===== src/rtl/omg_defs.vh =====
// omg_defs.vh - constants of the operating-mode and pin configuration register bank
//------------------------------------------------------------
// rule summary
//------------------------------------------------------------
`ifndef OMG_DEFS_VH
`define OMG_DEFS_VH

`define OMG_ADDR_W          5
`define OMG_OFF_OPMODE      5'h04
`define OMG_OFF_FUNC        5'h05
`define OMG_OFF_DIR         5'h07
`define OMG_OFF_DRIVE       5'h09
`define OMG_OFF_LEVEL       5'h0B
`define OMG_OFF_INPUT       5'h0D
`define OMG_OFF_BLANK       5'h0F
`define OMG_OFF_STATUS      5'h18
`define OMG_RESET_VAL       8'h00

`define OMG_ERR_RESP_BIT    7
`define OMG_MODE_HI         6
`define OMG_MODE_LO         5
`define OMG_OSC_BIT         4
`define OMG_DIV_HI          3
`define OMG_DIV_LO          0
`define OMG_MODE_HOST       2'h0
`define OMG_MODE_AUTO       2'h1
`define OMG_MULT_BIT        7
`define OMG_BLANK_HI        6
`define OMG_BLANK_LO        0
`define OMG_MULT_SHIFT      3

`endif


===== src/rtl/omg_pin_cell.v =====
// omg_pin_cell.v - one channel pin driver with readback
`timescale 1ns/10ps
`default_nettype none
module omg_pin_cell (
  input  wire i_clk,
  input  wire i_srst,
  input  wire i_digital,
  input  wire i_out_dir,
  input  wire i_push_pull,
  input  wire i_level,
  input  wire i_pin,
  output wire o_pin,
  output wire o_pin_oe,
  output reg  o_read_q
);
  //------------------------------------------------------------
  // drive logic
  //------------------------------------------------------------
  wire drives;
  assign drives = i_digital & i_out_dir;
  // open drain only pulls low; pull-up is external
  assign o_pin    = i_level;
  assign o_pin_oe = drives & (i_push_pull | ~i_level);

  // readback of the pin level, analog pins read zero
  always @(posedge i_clk) begin
    if (i_srst) begin
      o_read_q <= 1'b0;
    end else begin
      o_read_q <= i_digital & i_pin;
    end
  end
endmodule // omg_pin_cell
`default_nettype wire


===== src/rtl/omg_blank_calc.v =====
// omg_blank_calc.v - effective crossing blanking count
`timescale 1ns/10ps
`default_nettype none
`include "omg_defs.vh"
module omg_blank_calc (
  input  wire [7:0]  i_cfg,
  output wire [9:0]  o_count
);
  //------------------------------------------------------------
  // count selection
  //------------------------------------------------------------
  wire [9:0] field;
  assign field   = {3'h0, i_cfg[`OMG_BLANK_HI:`OMG_BLANK_LO]};
  assign o_count = i_cfg[`OMG_MULT_BIT] ? (field << `OMG_MULT_SHIFT) : field;
endmodule // omg_blank_calc
`default_nettype wire


===== src/rtl/omg_regs.v =====
// omg_regs.v - operating-mode and pin configuration register bank
`timescale 1ns/10ps
`default_nettype none
`include "omg_defs.vh"
module omg_regs (
  input  wire                   i_clk,
  input  wire                   i_srst,
  input  wire [`OMG_ADDR_W-1:0] i_addr,
  input  wire [7:0]             i_wdata,
  input  wire                   i_wr,
  input  wire                   i_rd,
  output reg  [7:0]             o_rdata_q,
  input  wire                   i_crc_err_flag,
  input  wire                   i_force_analog_all,
  input  wire [7:0]             i_pin,
  output wire [7:0]             o_pin,
  output wire [7:0]             o_pin_oe,
  output reg  [1:0]             o_conversion_trigger_mode_q,
  output reg                    o_auto_mode_q,
  output reg                    o_oscillator_choice_q,
  output reg  [3:0]             o_clk_div_q,
  output reg                    o_seq_run_q,
  output reg  [7:0]             o_digital_q,
  output reg  [9:0]             o_blank_count_q
);
  //------------------------------------------------------------
  // stored registers
  //------------------------------------------------------------
  reg [7:0] opmode_q;
  reg [7:0] func_q;
  reg [7:0] dir_q;
  reg [7:0] drive_q;
  reg [7:0] level_q;
  reg [7:0] blank_q;
  wire [7:0] input_level;
  wire [9:0] blank_count;

  // software writes; settings are kept during an error so they can be restored
  always @(posedge i_clk) begin
    if (i_srst) begin
      opmode_q <= `OMG_RESET_VAL;
      func_q   <= `OMG_RESET_VAL;
      dir_q    <= `OMG_RESET_VAL;
      drive_q  <= `OMG_RESET_VAL;
      level_q  <= `OMG_RESET_VAL;
      blank_q  <= `OMG_RESET_VAL;
    end else if (i_wr) begin
      if (i_addr == `OMG_OFF_OPMODE) begin
        opmode_q <= i_wdata;
      end else if (i_addr == `OMG_OFF_FUNC) begin
        func_q <= i_wdata;
      end else if (i_addr == `OMG_OFF_DIR) begin
        dir_q <= i_wdata;
      end else if (i_addr == `OMG_OFF_DRIVE) begin
        drive_q <= i_wdata;
      end else if (i_addr == `OMG_OFF_LEVEL) begin
        level_q <= i_wdata;
      end else if (i_addr == `OMG_OFF_BLANK) begin
        blank_q <= i_wdata;
      end
    end
  end

  //------------------------------------------------------------
  // error response and pin override
  //------------------------------------------------------------
  wire err_hold;
  wire analog_all;
  assign err_hold   = opmode_q[`OMG_ERR_RESP_BIT] & i_crc_err_flag;
  assign analog_all = err_hold | i_force_analog_all;

  // effective state; ends on the first clock after the flag clears
  always @(posedge i_clk) begin
    if (i_srst) begin
      o_digital_q                 <= 8'h00;
      o_seq_run_q                 <= 1'b0;
      o_conversion_trigger_mode_q <= `OMG_MODE_HOST;
      o_auto_mode_q               <= 1'b0;
      o_oscillator_choice_q       <= 1'b0;
      o_clk_div_q                 <= 4'h0;
      o_blank_count_q             <= 10'h000;
    end else begin
      o_digital_q                 <= analog_all ? 8'h00 : func_q;
      o_seq_run_q                 <= ~err_hold;
      o_conversion_trigger_mode_q <= opmode_q[`OMG_MODE_HI:`OMG_MODE_LO];
      o_auto_mode_q <= (opmode_q[`OMG_MODE_HI:`OMG_MODE_LO] == `OMG_MODE_AUTO);
      o_oscillator_choice_q       <= opmode_q[`OMG_OSC_BIT];
      o_clk_div_q                 <= opmode_q[`OMG_DIV_HI:`OMG_DIV_LO];
      o_blank_count_q             <= blank_count;
    end
  end

  //------------------------------------------------------------
  // channel pins
  //------------------------------------------------------------
  genvar g;
  generate
    for (g = 0; g < 8; g = g + 1) begin : g_pin
      omg_pin_cell u_cell (
        .i_clk       (i_clk),
        .i_srst      (i_srst),
        .i_digital   (o_digital_q[g]),
        .i_out_dir   (dir_q[g]),
        .i_push_pull (drive_q[g]),
        .i_level     (level_q[g]),
        .i_pin       (i_pin[g]),
        .o_pin       (o_pin[g]),
        .o_pin_oe    (o_pin_oe[g]),
        .o_read_q    (input_level[g])
      );
    end
  endgenerate

  omg_blank_calc u_blank (
    .i_cfg   (blank_q),
    .o_count (blank_count)
  );

  //------------------------------------------------------------
  // read path, unmapped offsets read zero
  //------------------------------------------------------------
  always @(posedge i_clk) begin
    if (i_srst) begin
      o_rdata_q <= 8'h00;
    end else if (i_rd) begin
      if (i_addr == `OMG_OFF_OPMODE) begin
        o_rdata_q <= opmode_q;
      end else if (i_addr == `OMG_OFF_FUNC) begin
        o_rdata_q <= func_q;
      end else if (i_addr == `OMG_OFF_DIR) begin
        o_rdata_q <= dir_q;
      end else if (i_addr == `OMG_OFF_DRIVE) begin
        o_rdata_q <= drive_q;
      end else if (i_addr == `OMG_OFF_LEVEL) begin
        o_rdata_q <= level_q;
      end else if (i_addr == `OMG_OFF_INPUT) begin
        o_rdata_q <= input_level;
      end else if (i_addr == `OMG_OFF_BLANK) begin
        o_rdata_q <= blank_q;
      end else if (i_addr == `OMG_OFF_STATUS) begin
        o_rdata_q <= {6'h00, err_hold, o_seq_run_q};
      end else begin
        o_rdata_q <= 8'h00;
      end
    end else begin
      o_rdata_q <= 8'h00;
    end
  end
endmodule // omg_regs
`default_nettype wire


===== config.mk =====
export PLATFORM = sky130hd
export DESIGN_NAME = omg_regs
export DESIGN_NICKNAME = d
export VERILOG_FILES = /design/src/rtl/omg_pin_cell.v /design/src/rtl/omg_blank_calc.v /design/src/rtl/omg_regs.v
export VERILOG_INCLUDE_DIRS = /design/src /design/src/rtl
export SDC_FILE = /design/constraint.sdc
export NUM_CORES = 1
export LEC_CHECK = 0
export BUFFER_PORTS_ARGS = -buffer_cell sky130_fd_sc_hd__buf_2
export CORE_UTILIZATION = 50
export CTS_CLUSTER_SIZE = 8
export DETAILED_ROUTE_END_ITERATION = 8
export PLACE_DENSITY = 0.74
export REMOVE_ABC_BUFFERS = 1
export SLEW_MARGIN = 20
export SYNTH_ARGS = -nofsm -noshare
export SYNTH_HDL_FRONTEND = slang
export SYNTH_SLANG_ARGS = --single-unit

===== constraint.sdc =====
create_clock -name i_clk -period 1.8 [get_ports i_clk]
set_input_delay 0.18 -clock i_clk [delete_from_list [all_inputs] [get_ports i_clk]]
set_output_delay 0.18 -clock i_clk [all_outputs]
set_load 0.01 [all_outputs]

==> flow_summary.toml <==
[power_and_ir_drop]
total_power_uw = 3445
power.leakage_uw = 0.002047
switchingPower_uw = 835.6
p_comb_share_pct = 7.4
p_seq_share_pct = 59.0
pwr-share-clk_pct = 33.6
swShare_pct = 24.26
power-per-cell-area_nw_per_um2 = 769.9
internal_power_uw = 2609
ir_drop_uv = 396.8

[sta]
setup_viol = 0
min_period_ns = 1.433
fin_skew_ns = 0.007322
rsz0062_at_grt = "false"
setup_ws_ns = 0.3665
maxSlewHeadroom_pct = 65.63
tns_ns = 0
hold_violations = 0
period_share_pct = 79.64
fmax_mhz = 697.6
final-max-slew-violation-count = 0
worst_slew_pin_slew_ns = 0.5156

[clock_network]
clock_sinks = 91
ctsRootBufferMaster = "clkbuf_8"
insertion_delay_ns = 0.35
cts_max_path_buffers = 2
path_clk_slew_ns = 0.08
cts_tree = "done"
ctsHoldBuffers = 0
cts_setup_buffers = 0
cts_made_buffers = 9
post_cts_resize_count = 0
htreeDepth = 3

[outcome]
status = "complete, no violations"

[synthesis]
ys_top_cells_by_count = "dfxtp_1 (91), nor2_1 (62), mux2i_1 (55)"
yosys.area.top_type = "dfxtp_1"
yosysWarnings = 0
syn_area_um2 = 3835
synth-seq-cells = 91
ys_types = 45
synth_top_area_share_pct = 47.50
synth.most_common_cell = "dfxtp_1"
synth_flop_cell = "dfxtp_1"
post_synth_inst_count = 406
synth-seq-area-share_pct = 47.50
async_flop_share_pct = 0
yosys-top-cells-area = "dfxtp_1 (48%), mux2i_1 (14%), nor2_1 (6.1%)"
synth_edf_count = 0
synth.avg_cell_area_um2 = 9.446

[cells_and_area]
finalNetCount = 508
areaGrowthSynthToFinish_pct = 16.67
finish.utilization_pct = 61.03
final_area_um2 = 4474
antenna_cells = 0
drive_gt1_share_pct = 26.45

[setup_path]
cp-start-kind = "input port"
rrSetupSlack_ns = 0.40
r2r_cells = 4
crit_chain = "buf_2 -> or4b_1 -> nor3_1 -> buf_4 -> o2bb2ai_1 -> o21bai_1"
crit_type = "input port to flop"
arrival_ns = 1.71
cp.required_ns = 2.07
r2r_start = "level_q[5]$_SDFFE_PP0P_"
endpoint = "o_rdata_q[6]$_SDFF_PP0_"
path_buf_inv = 2
cp_slowest_cell = "or4b_1"
cp_max_fo = 8
crit_family = "simple AND/OR/NAND/NOR gates"
cp-end-kind = "flop"
reg2reg_to = "o_rdata_q[5]$_SDFF_PP0_"
critPathLaunch = "i_addr[1]"
critical_path.max_stage_delay_ns = 0.71
crit_cells = 6

[floorplan]
io_pins = 78
die_h_um = 89.58
start_util_pct = 52.31
placementRows = 31
core_um2 = 7331
die_width_um = 89.58
dieArea_um2 = 8024

[detailed_routing]
ant_nets = 0
dr_total_vias = 3102
viasPerCell = 5.321
post_drt_wl_per_cell_um = 16.09
dr.pass1.iters = 4
dr.first_iter.drc_count = 255
routed_wl_um = 9381
post-route-drc-count = 0

[global_routing]
grt_pass1_vias = 2884
grt-ovfl-total = 0
grt_pass1_wl_um = 14460
antenna_found_initial = 0
grtUsageTotal_pct = 24.55
met1_usage_pct = 32.88
grt_util_met2_pct = 37.88
use_met3_pct = 4.022
busiest_layer = "met2"
grt_max_degree = 51

[place]
dpl.hpwl_um = 6805
place_congestion = 0.9383
io_buffer_count = 77
dp_slack_ns = 0.004044
place_area_um2 = 4324

[min_path]
min_path_cells = 3
hold_class = "input port to flop"

[job]
drv_cap = 0
## cells in the final DEF (no fill, tap or decap), types with 13 or more instances in the layout
cell type / count
dfxtp_1: 91
buf_2: 77
nor2_1: 62
mux2i_1: 55
buf_4: 29
nand2_1: 26
a21oi_1: 17
nor2b_1: 15
and2_1: 14
inv_1: 13
## registers in the layout, indices dropped and copies added (netlist names)
signal,cells
func_q,8
o_auto_mode_q,1
o_clk_div_q,4
o_oscillator_choice_q,1
g_pin.u_cell.o_read_q,8
opmode_q,8
o_blank_count_q,10
o_rdata_q,8
drive_q,8
o_seq_run_q,1
o_digital_q,8
dir_q,8
blank_q,8
level_q,8
o_conversion_trigger_mode_q,2
## per-stage QoR
step / hold WS [ns] / cells
after floorplan: 0.2516 / 363
after global placement: 0.3969 / 569
after detailed placement: 0.4033 / 569
after CTS: 0.03541 / 583
after global routing: 0.04265 / 583
final: 0.04166 / 583
## worst reg2reg max path, cell delays in order (launching register included)
cell and delay, ns:
dfxtp_1 0.36, or3b_2 0.47, a32oi_1 0.22, o2bb2ai_1 0.09, o21bai_1 0.16
## metal layers
layer	routed length, µm	up-vias
met5	0	-
met4	334	0
met3	579	31
li1	-	1504
met2	4238	142
met1	4229	1425
## how the worst min path moves through the flow
stage | from | end | slack [ns]
finish | i_pin[4] | g_pin[4].u_cell.o_read_q$_SDFF_PP0_ | 0.04
global route | i_crc_err_flag | o_seq_run_q$_SDFF_PP0_ | 0.04
CTS | i_pin[4] | g_pin[4].u_cell.o_read_q$_SDFF_PP0_ | 0.04
detailed placement | i_pin[0] | g_pin[0].u_cell.o_read_q$_SDFF_PP0_ | 0.40
global placement | i_pin[2] | g_pin[2].u_cell.o_read_q$_SDFF_PP0_ | 0.40
floorplan | i_srst | o_clk_div_q[0]$_SDFF_PP0_ | 0.25
## logic make-up (layout without fill, tap and decap cells)
kind of cell           count (synthesis)  count (layout)  synth area share (%)
multiplexers                          56              56                 14.65
buffers and inverters                 56             134                 7.993
AND/OR/NAND/NOR                      147             147                 20.03
AO/OA/AOI/OAI                         56              56                 9.821
flip-flops                            91              91                 47.50
## layout make-up
| cell class | instances | area, µm² |
|---|---|---|
| Clock buffer | 12 | 135.1 |
| Timing Repair Buffer | 107 | 623.1 |
| Inverter | 13 | 48.80 |
| Clock inverter | 2 | 15.01 |
| Fill cell | 627 | 2856 |
| Multi-Input combinational cell | 259 | 1707 |
| Sequential cell | 91 | 1822 |
| Tap cell | 99 | 123.9 |
## power groups by stage
stage                     logic, µW  clock network, µW  registers [µW]
after floorplan                88.9                  0            2080
after global placement          244                  0            2080
after detailed placement        249                  0            2080
after CTS                       250               1160            2030
after global routing            272               1280            2040
final                           254               1160            2030
No activity file was read; power rests on OpenSTA's default activity.
